`src/design/usrb_pkg.sv`:
```
// shared constants and types for the uart shadow receive/transmit alias
package usrb_pkg;

  // ==========================================================
  // widths and depths
  // ==========================================================
  localparam int unsigned DATA_W    = 8;   // character width
  localparam int unsigned REG_W     = 16;  // implemented register width
  localparam int unsigned BUS_W     = 32;  // bus data width
  localparam int unsigned ADDR_W    = 32;  // bus byte address width
  localparam int unsigned TX_DEPTH  = 16;  // transmit fifo depth
  localparam int unsigned RX_DEPTH  = 16;  // receive fifo depth
  localparam int unsigned WIN_WORDS = 16;  // words in the alias window

  // ==========================================================
  // byte addresses
  // ==========================================================
  localparam logic [31:0] WIN_BASE   = 32'h5000_1130; // alias word 0
  localparam logic [31:0] WIN_LAST   = 32'h5000_116C; // alias word 15
  localparam logic [31:0] ALIAS5_OFF = 32'h5000_1144; // alias word 5
  localparam logic [31:0] ALIAS6_OFF = 32'h5000_1148; // alias word 6
  localparam logic [31:0] CTRL_OFF   = 32'h5000_1180; // mode control
  localparam logic [31:0] LINE_OFF   = 32'h5000_1184; // line state
  localparam logic [31:0] ISTAT_OFF  = 32'h5000_1188; // sticky events
  localparam logic [31:0] IMASK_OFF  = 32'h5000_118C; // event mask

  // ==========================================================
  // field positions
  // ==========================================================
  localparam int unsigned CTRL_FEN_BIT  = 0; // fifo enable
  localparam int unsigned CTRL_IR_BIT   = 1; // infrared mode
  localparam int unsigned LINE_DR_BIT   = 0; // data ready
  localparam int unsigned LINE_OVR_BIT  = 1; // overrun seen
  localparam int unsigned LINE_HOLDING_EMPTY_FLAG_BIT = 5; // holding empty
  localparam int unsigned EV_RXA_BIT    = 0; // byte accepted
  localparam int unsigned EV_OVR_BIT    = 1; // overrun
  localparam int unsigned EV_HOLDING_EMPTY_FLAG_BIT   = 2; // holding went empty
  localparam int unsigned EV_TXD_BIT    = 3; // write discarded
  localparam int unsigned EV_W          = 4; // event count

  // ==========================================================
  // reset values
  // ==========================================================
  localparam logic [1:0]      CTRL_RST  = 2'h0;
  localparam logic [EV_W-1:0] ISTAT_RST = 4'h0;
  localparam logic [EV_W-1:0] IMASK_RST = 4'h0;
  localparam logic [BUS_W-1:0] RDATA_RST = 32'h0000_0000;

  // ==========================================================
  // types
  // ==========================================================
  // one character with its qualifier
  typedef struct packed {
    logic              vld;
    logic [DATA_W-1:0] data;
  } usrb_byte_t;

  // which line the character belongs to
  typedef enum logic {
    MODE_UART = 1'b0,
    MODE_IR   = 1'b1
  } usrb_mode_t;

endpackage : usrb_pkg

```
`src/design/usrb_fifo.sv`:
```
// synchronous first-in first-out store with head look-ahead
`timescale 1ns/1ns
module usrb_fifo #(
  parameter int unsigned WIDTH = 8,
  parameter int unsigned DEPTH = 16,
  parameter int unsigned CW    = $clog2(DEPTH) + 1
) (
  input  wire logic             mclk_i,
  input  wire logic             reset_i,
  input  wire logic             flush_i,  // drop all entries
  input  wire logic             push_i,   // ignored while full
  input  wire logic [WIDTH-1:0] din_i,
  input  wire logic             pop_i,    // ignored while empty
  output logic      [WIDTH-1:0] head_o,   // oldest entry
  output logic                  full_o,
  output logic                  empty_o,
  output logic      [CW-1:0]    count_o
);

  localparam int unsigned PW = $clog2(DEPTH);

  logic [WIDTH-1:0] mem [DEPTH];  // storage
  logic [PW-1:0]    wptr_r;       // next free slot
  logic [PW-1:0]    rptr_r;       // oldest slot
  logic [CW-1:0]    count_r;      // entries held
  logic             do_push;
  logic             do_pop;

  assign do_push = push_i && !full_o;
  assign do_pop  = pop_i && !empty_o;
  assign full_o  = (count_r == CW'(DEPTH));
  assign empty_o = (count_r == '0);
  assign head_o  = mem[rptr_r];
  assign count_o = count_r;

  // ==========================================================
  // pointers, wrapping at depth (depth need not be a power of 2)
  // ==========================================================
  always_ff @(posedge mclk_i) begin
    if (reset_i || flush_i) begin
      wptr_r <= '0;
      rptr_r <= '0;
    end else begin
      if (do_push) begin
        wptr_r <= (wptr_r == PW'(DEPTH - 1)) ? '0 : wptr_r + 1'b1;
      end
      if (do_pop) begin
        rptr_r <= (rptr_r == PW'(DEPTH - 1)) ? '0 : rptr_r + 1'b1;
      end
    end
  end

  // ==========================================================
  // occupancy
  // ==========================================================
  always_ff @(posedge mclk_i) begin
    if (reset_i || flush_i) begin
      count_r <= '0;
    end else if (do_push && !do_pop) begin
      count_r <= count_r + 1'b1;
    end else if (do_pop && !do_push) begin
      count_r <= count_r - 1'b1;
    end
  end

  // ==========================================================
  // storage, no reset needed
  // ==========================================================
  always_ff @(posedge mclk_i) begin
    if (do_push) begin
      mem[wptr_r] <= din_i;
    end
  end

endmodule : usrb_fifo

```
`src/design/usrb_top.sv`:
```
// shadow alias window onto the receive buffer and transmit holding path
`timescale 1ns/1ns
module usrb_top #(
  parameter int unsigned TX_DEPTH = usrb_pkg::TX_DEPTH,
  parameter int unsigned RX_DEPTH = usrb_pkg::RX_DEPTH
) (
  input  wire logic                         mclk_i,
  input  wire logic                         reset_i,
  // register port
  input  wire logic [usrb_pkg::ADDR_W-1:0]  addr_i,
  input  wire logic [usrb_pkg::BUS_W-1:0]   wdata_i,
  input  wire logic                         wr_i,
  input  wire logic                         rd_i,
  output logic      [usrb_pkg::BUS_W-1:0]   rdata_o,
  // characters from the deserialisers
  input  wire usrb_pkg::usrb_byte_t         rx_uart_i,
  input  wire usrb_pkg::usrb_byte_t         rx_ir_i,
  // character to the serialiser
  output usrb_pkg::usrb_byte_t              tx_o,
  input  wire logic                         tx_take_i,
  output usrb_pkg::usrb_mode_t              tx_mode_o,
  // interrupt
  output logic                              irq_o
);

  localparam int unsigned DW  = usrb_pkg::DATA_W;
  localparam int unsigned EW  = usrb_pkg::EV_W;
  localparam int unsigned TCW = $clog2(TX_DEPTH) + 1;
  localparam int unsigned RCW = $clog2(RX_DEPTH) + 1;

  // ==========================================================
  // address decode helpers
  // ==========================================================
  // any aligned word of the sixteen-word alias window
  function automatic logic in_window(input logic [31:0] a);
    in_window = (a >= usrb_pkg::WIN_BASE) && (a <= usrb_pkg::WIN_LAST)
                && (a[1:0] == 2'h0);
  endfunction : in_window

  // line state word; each flag lands at its own bit position
  function automatic logic [31:0] line_word(input logic dr,
                                            input logic ovr,
                                            input logic empty);
    line_word                          = 32'h0000_0000;
    line_word[usrb_pkg::LINE_DR_BIT]   = dr;
    line_word[usrb_pkg::LINE_OVR_BIT]  = ovr;
    line_word[usrb_pkg::LINE_HOLDING_EMPTY_FLAG_BIT] = empty;
  endfunction : line_word

  // ==========================================================
  // declarations
  // ==========================================================
  logic [1:0]           ctrl_r;      // fifo enable, infrared mode
  logic [EW-1:0]        istat_r;     // sticky events
  logic [EW-1:0]        imask_r;     // event enables
  logic [EW-1:0]        ev;          // events this cycle
  logic [31:0]          rdata_r;     // registered read answer
  logic                 irq_r;       // interrupt level
  usrb_pkg::usrb_byte_t tx_r;        // character offered out
  usrb_pkg::usrb_mode_t mode_r;      // registered line mode
  logic [DW-1:0]        rx_hold_r;   // single receive buffer
  logic                 dr_r;        // single-buffer data ready
  logic                 holding_empty_flag_d_r;    // holding empty, last cycle
  usrb_pkg::usrb_byte_t rx_in;       // byte from selected line
  logic                 fen;         // fifos enabled
  logic                 fen_chg;     // fifo enable toggling
  logic                 wr_alias;    // write to any alias word
  logic                 rd_alias;    // read of any alias word
  logic                 rx_push;
  logic                 rx_pop;
  logic                 rx_full;
  logic                 rx_empty;
  logic [DW-1:0]        rx_head;
  logic [RCW-1:0]       rx_count;
  logic                 tx_push;
  logic                 tx_pop;
  logic                 tx_full;
  logic                 tx_empty;
  logic [DW-1:0]        tx_head;
  logic [TCW-1:0]       tx_count;
  logic                 tx_taken;    // serialiser consumed tx_r
  logic                 data_ready;  // line state data ready
  logic                 holding_empty_flag;        // line state holding empty
  logic                 ovr_ev;      // overrun this cycle
  logic [DW-1:0]        rd_byte;     // byte an alias read returns

  assign fen      = ctrl_r[usrb_pkg::CTRL_FEN_BIT];
  assign fen_chg  = wr_i && (addr_i == usrb_pkg::CTRL_OFF)
                    && (wdata_i[usrb_pkg::CTRL_FEN_BIT] != fen);
  assign wr_alias = wr_i && in_window(addr_i);
  assign rd_alias = rd_i && in_window(addr_i);
  assign tx_taken = tx_take_i && tx_r.vld;

  // ==========================================================
  // receive side
  // ==========================================================
  // the line the character came in on follows the mode bit
  assign rx_in = (mode_r == usrb_pkg::MODE_IR) ? rx_ir_i : rx_uart_i;

  assign rx_push = fen && rx_in.vld && !rx_full;
  assign rx_pop  = fen && rd_alias && !rx_empty;

  // overrun: single buffer still unread, or fifo already full
  assign ovr_ev = rx_in.vld
                  && ((!fen && dr_r && !rd_alias)
                      || (fen && rx_full));

  assign data_ready = fen ? !rx_empty : dr_r;
  assign rd_byte    = fen ? rx_head : rx_hold_r;

  // receive fifo, only written while fifos are on
  usrb_fifo #(
    .WIDTH (DW),
    .DEPTH (RX_DEPTH),
    .CW    (RCW)
  ) u_rx_fifo (
    .mclk_i  (mclk_i),
    .reset_i (reset_i),
    .flush_i (fen_chg),
    .push_i  (rx_push),
    .din_i   (rx_in.data),
    .pop_i   (rx_pop),
    .head_o  (rx_head),
    .full_o  (rx_full),
    .empty_o (rx_empty),
    .count_o (rx_count)
  );

  // single buffer: a new byte always lands, even over unread data
  always_ff @(posedge mclk_i) begin
    if (reset_i) begin
      rx_hold_r <= '0;
    end else if (!fen && rx_in.vld) begin
      rx_hold_r <= rx_in.data;
    end
  end

  // data ready for the single buffer; arrival beats a read
  always_ff @(posedge mclk_i) begin
    if (reset_i || fen_chg) begin
      dr_r <= 1'b0;
    end else if (!fen && rx_in.vld) begin
      dr_r <= 1'b1;
    end else if (rd_alias) begin
      dr_r <= 1'b0;
    end
  end

  // ==========================================================
  // transmit side
  // ==========================================================
  // full fifo drops the write, contents stay
  assign tx_push = fen && wr_alias && !tx_full;
  // refill the output stage when it is free or being emptied
  assign tx_pop  = fen && !tx_empty && (!tx_r.vld || tx_take_i);
  assign holding_empty_flag    = fen ? tx_empty : !tx_r.vld;

  usrb_fifo #(
    .WIDTH (DW),
    .DEPTH (TX_DEPTH),
    .CW    (TCW)
  ) u_tx_fifo (
    .mclk_i  (mclk_i),
    .reset_i (reset_i),
    .flush_i (fen_chg),
    .push_i  (tx_push),
    .din_i   (wdata_i[DW-1:0]),  // 31:8 dropped
    .pop_i   (tx_pop),
    .head_o  (tx_head),
    .full_o  (tx_full),
    .empty_o (tx_empty),
    .count_o (tx_count)
  );

  // output stage; without fifos it is the holding register itself
  always_ff @(posedge mclk_i) begin
    if (reset_i || fen_chg) begin
      tx_r <= '0;
    end else if (!fen && wr_alias) begin
      // a second write before the take replaces the first
      tx_r.vld  <= 1'b1;
      tx_r.data <= wdata_i[DW-1:0];
    end else if (tx_pop) begin
      tx_r.vld  <= 1'b1;
      tx_r.data <= tx_head;
    end else if (tx_taken) begin
      tx_r.vld  <= 1'b0;
    end
  end

  // line choice for the serialiser
  always_ff @(posedge mclk_i) begin
    if (reset_i) begin
      mode_r <= usrb_pkg::MODE_UART;
    end else begin
      mode_r <= usrb_pkg::usrb_mode_t'(ctrl_r[usrb_pkg::CTRL_IR_BIT]);
    end
  end

  // ==========================================================
  // control register
  // ==========================================================
  always_ff @(posedge mclk_i) begin
    if (reset_i) begin
      ctrl_r <= usrb_pkg::CTRL_RST;
    end else if (wr_i && addr_i == usrb_pkg::CTRL_OFF) begin
      ctrl_r <= wdata_i[1:0];
    end
  end

  // ==========================================================
  // events, sticky status and mask
  // ==========================================================
  always_comb begin
    ev                          = '0;
    ev[usrb_pkg::EV_RXA_BIT]    = rx_in.vld && !ovr_ev;
    ev[usrb_pkg::EV_OVR_BIT]    = ovr_ev;
    ev[usrb_pkg::EV_HOLDING_EMPTY_FLAG_BIT]   = holding_empty_flag && !holding_empty_flag_d_r;
    ev[usrb_pkg::EV_TXD_BIT]    = fen && wr_alias && tx_full;
  end

  // rising edge detect of holding empty
  always_ff @(posedge mclk_i) begin
    if (reset_i) begin
      holding_empty_flag_d_r <= 1'b1;
    end else begin
      holding_empty_flag_d_r <= holding_empty_flag;
    end
  end

  // write one clears; a new event in the same cycle wins
  always_ff @(posedge mclk_i) begin
    if (reset_i) begin
      istat_r <= usrb_pkg::ISTAT_RST;
    end else if (wr_i && addr_i == usrb_pkg::ISTAT_OFF) begin
      istat_r <= (istat_r & ~wdata_i[EW-1:0]) | ev;
    end else begin
      istat_r <= istat_r | ev;
    end
  end

  always_ff @(posedge mclk_i) begin
    if (reset_i) begin
      imask_r <= usrb_pkg::IMASK_RST;
    end else if (wr_i && addr_i == usrb_pkg::IMASK_OFF) begin
      imask_r <= wdata_i[EW-1:0];
    end
  end

  // level output, one cycle behind the status
  always_ff @(posedge mclk_i) begin
    if (reset_i) begin
      irq_r <= 1'b0;
    end else begin
      irq_r <= |(istat_r & imask_r);
    end
  end

  // ==========================================================
  // read answer, valid the cycle after the strobe only
  // ==========================================================
  always_ff @(posedge mclk_i) begin
    if (reset_i || !rd_i) begin
      rdata_r <= usrb_pkg::RDATA_RST;
    end else if (rd_alias) begin
      rdata_r <= {24'h00_0000, rd_byte};  // upper bits zero
    end else begin
      case (addr_i)
        usrb_pkg::CTRL_OFF:  rdata_r <= {30'h0000_0000, ctrl_r};
        usrb_pkg::LINE_OFF:  rdata_r <= line_word(data_ready,
                                         istat_r[usrb_pkg::EV_OVR_BIT], holding_empty_flag);
        usrb_pkg::ISTAT_OFF: rdata_r <= {28'h000_0000, istat_r};
        usrb_pkg::IMASK_OFF: rdata_r <= {28'h000_0000, imask_r};
        default:             rdata_r <= usrb_pkg::RDATA_RST;
      endcase
    end
  end

  assign rdata_o   = rdata_r;
  assign tx_o      = tx_r;
  assign tx_mode_o = mode_r;
  assign irq_o     = irq_r;
endmodule : usrb_top

```
`config.mk`:
```
export PLATFORM = sky130hd
export DESIGN_NAME = usrb_top
export DESIGN_NICKNAME = d
export VERILOG_FILES = /design/src/design/usrb_pkg.sv /design/src/design/usrb_fifo.sv /design/src/design/usrb_top.sv
export SDC_FILE = /design/constraint.sdc
export NUM_CORES = 1
export LEC_CHECK = 0
export BUFFER_PORTS_ARGS = -buffer_cell sky130_fd_sc_hd__buf_4
export CAP_MARGIN = 20
export CORE_ASPECT_RATIO = 1.5
export CORE_MARGIN = 5
export CORE_UTILIZATION = 45
export CTS_CLUSTER_DIAMETER = 120
export DETAILED_ROUTE_END_ITERATION = 8
export PLACE_DENSITY = 0.65
export SLEW_MARGIN = 5
export SYNTH_ARGS = -nofsm -noshare
export SYNTH_HDL_FRONTEND = slang
export SYNTH_SLANG_ARGS = --single-unit
```
`constraint.sdc`:
```
create_clock -name mclk_i -period 9.5 [get_ports mclk_i]
set_input_delay 1.425 -clock mclk_i [delete_from_list [all_inputs] [get_ports mclk_i]]
set_output_delay 1.425 -clock mclk_i [all_outputs]
set_load 0.03 [all_outputs]
```
==> summary.txt <==
Avg Vias per Cell: 5.40
Via count: 7,510
Outcome: complete, no violations
WL final: 29,400 um
Post-CTS Setup Bufs: 0
Antenna violation net count after detailed routing: 0
Share of post-route cells with drive strength above 1: 25.2%
Detailed Routing Iterations Pass 1: 5
GR Util All Layers: 17.3%
Mapped Cells: 888
GP Congestion: 0.758
Post-DP Area: 14,700 um2
Hold buffers post-CTS: 0
Boundary Pins: 130
R2r worst-path depth: 13
Final instance area: 15,700 um2
WS Path Type: in -> reg
Multi-input gate area: 4240 um2
Clock Sink Count: 329
Mapped Area: 13,700 um2
Initial core utilization: 45.5%
Vias in the first global route: 7,946
Fillers: 2,493
Core area: 30,200 um2
DIE HEIGHT: 224 um
Root Buffer: clkbuf_16
F_max: 221 MHz
Hold Path Stages: 2
Warnings, synthesis: 0
Average wire per standard cell: 21.1 um
Worst Path Required: 9.92 ns
Die ar.: 34,200 um2
TritonCTS clock tree: done
Worst-path clk slew: 0.07 ns
H-tree depth: 1
CTS buffer count: 30
Critical path arrival: 4.94 ns
Ant. Diodes: 0
NumNets Final: 1,076
# setup viols final: 0
Clock Path Buffers: 3
First-pass GRT wire length: 45,900 um
Std-Cell Rows: 78
Yosys top cell by area: edfxtp_1
Power Density: 179 nW/um2
Crit-path max FO: 13
Synth Register Bits: 329
Final worst path period need: 4.52 ns
Ys async rst share: 0%
GR Overflow Total: 0
Layout area overhead: 14.0%
Area contributors post-synth: edfxtp_1 (56%), dfxtp_1 (11%), mux4_2 (9.8%), nor2_1 (2.4%), mux2_2 (2.3%)
Clock latency on the worst-skew pair: 0.57 ns
Slowest Stage Delay on Critical Path: 0.69 ns
Setup_tns: 0 ns
Worst Clk Skew: 0.0221 ns
Maximum vdd drop: 0.148 mV
Post-synth EDFFs: 256
Final hold violation count: 0
LEAKAGE: 5.13 nW
Initial DRC Count: 480
CP cell instances: buf_4, nor4_2, nand4_1, or2_1, or4_1, ha_1, inv_1, ha_1, nor2b_1, o21a_1, or3_1, a21oi_1, xnor2_1, nor2_1
Worst min path class: reg -> reg
Post-layout util: 51.9%
Top-area cell type share of the netlist area: 56.0%
Average size of a mapped cell: 15.5 um2
Max-slew headroom: 27.6%
Sequential-to-total area share from yosys stat: 66.6%
Tightest Pin Transition: 1.08 ns
Setup crit end kind: register
Most used flip-flop cell after synthesis: edfxtp_1
Critical Path Source Type: input pin
Post-DP HPWL: 20,300 um
Final period util: 47.6%
Synth cell types: 63
Residual DRC: 0
Die Wd: 153 um
Critical path's slowest cell: or4_1
IO Port Bufs: 81
Storage cell area: 9150 um2
Largest net degree at the start of global routing: 37
Most frequent cell on the critical path: ha_1
Initial antenna violation count: 0
Post_cts resized: 0
Max Cap Viol: 0
RSZ-0062 raised after global routing: false
Fin. max-slew vios: 0
registers in the layout, summed over array words and instances, names as in the netlist, 5 cells and up, named ones only:
register	count
u_tx_fifo.count_o	5
tx_o	9
rdata_o	8
u_rx_fifo.mem	128
u_tx_fifo.mem	128
rx_hold_r	8
u_rx_fifo.count_o	5
worst max-delay path, delay by kind of cell:
family                   cells  cell delay [ns]
XOR/XNOR                     1             0.14
AND/OR/NAND/NOR              7             2.21
adder cells (fa/ha/maj)      2             0.56
AO/OA/AOI/OAI                2             0.37
buffers and inverters        2             0.25
metrics by stage:
step | power, mW | cells | setup WS, ns | hold slack (ns)
finish | 2.81 | 1392 | 4.98 | 0.500
global route | 2.91 | 1392 | 4.73 | 0.513
CTS | 2.83 | 1391 | 4.96 | 0.500
detailed placement | 1.66 | 1335 | 4.37 | 0.478
global placement | 1.66 | 1335 | 4.42 | 0.480
floorplan | 1.63 | 911 | 5.14 | 0.456
path summary, 6_finish.rpt:
kind | to | slack [ns] | from
worst max-delay path | u_rx_fifo.count_o[4]$_SDFFE_PP0P_ | 4.98 | addr_i[31]
worst min register to register | rx_hold_r[5]$_SDFFE_PP0P_ | 0.50 | rx_hold_r[5]$_SDFFE_PP0P_
worst max register to register | u_tx_fifo.count_o[4]$_SDFFE_PP0P_ | 6.07 | u_tx_fifo.count_o[0]$_SDFFE_PP0P_
worst min-delay path | rx_hold_r[5]$_SDFFE_PP0P_ | 0.50 | rx_hold_r[5]$_SDFFE_PP0P_
cell usage in the layout (no fill, tap or decap), drive strengths merged, types with 7 or more instances in the layout:
cell type / n
ha: 19
buf: 93
o21ai: 8
conb: 24
inv: 20
dfxtp: 73
nand3b: 11
mux2i: 31
nor2: 86
nor3: 22
nor2b: 12
a221oi: 7
clkinv: 19
xor2: 7
and2: 9
mux2: 28
nand2: 35
a22oi: 9
a21oi: 32
edfxtp: 256
a31oi: 13
clkbuf: 33
mux4: 60
o22ai: 7
synth_stat cells, types with 3 or more instances:
cell type / n
o22ai_1: 7
or4_1: 3
a22oi_1: 9
and2_1: 9
buf_1: 7
edfxtp_1: 256
a221oi_1: 7
nand2_1: 35
and3_1: 4
nor2b_1: 12
o21a_1: 3
mux2_2: 28
inv_1: 20
nand4_1: 4
a31oi_1: 13
nor2_1: 86
a211oi_1: 4
clkbuf_1: 26
nand3b_1: 11
nor4_1: 4
buf_4: 24
xor2_1: 7
nand2b_1: 6
nor3_1: 20
or3_1: 4
buf_2: 8
mux4_2: 60
dfxtp_1: 73
buf_6: 3
ha_1: 19
mux2i_1: 31
o21ai_0: 6
a2111oi_0: 3
a21oi_1: 32
xnor2_1: 4
nand3_1: 4
nor4b_1: 5
routing by layer:
layer	track usage [%]	wire length (um)	vias up
met2	32.8	16400	178
met1	19.3	10400	3752
met4	7.45	1240	0
met3	2.45	1390	62
li1	-	-	3518
met5	0	0	-
final cells by class:
cell class / instances / share of cell area [%]
flip-flops and latches: 329 / 58.5
multi-input cells: 493 / 27.1
clock inverters: 23 / 1.32
well taps: 400 / 3.20
inverters: 21 / 0.504
repair buffers: 93 / 4.59
clock buffers: 33 / 4.87
power breakdown:
group / total [mW] / switching [mW] / internal [mW]
clock: 1.18 / 0.517 / 0.662
combinational: 0.0757 / 0.0496 / 0.0261
sequential: 1.55 / 0.00200 / 1.55
total: 2.81 / 0.568 / 2.24
cell families after synthesis:
| logic type | share of synthesized area (%) |
|---|---|
| compound gates | 4.71 |
| xor+xnor | 0.702 |
| fa+ha+maj | 2.02 |
| buf+inv | 3.33 |
| flops | 66.6 |
| mux | 14.4 |
| other cells | 0.0273 |
| simple gates | 8.18 |
No activity file was read; power rests on OpenSTA's default activity.
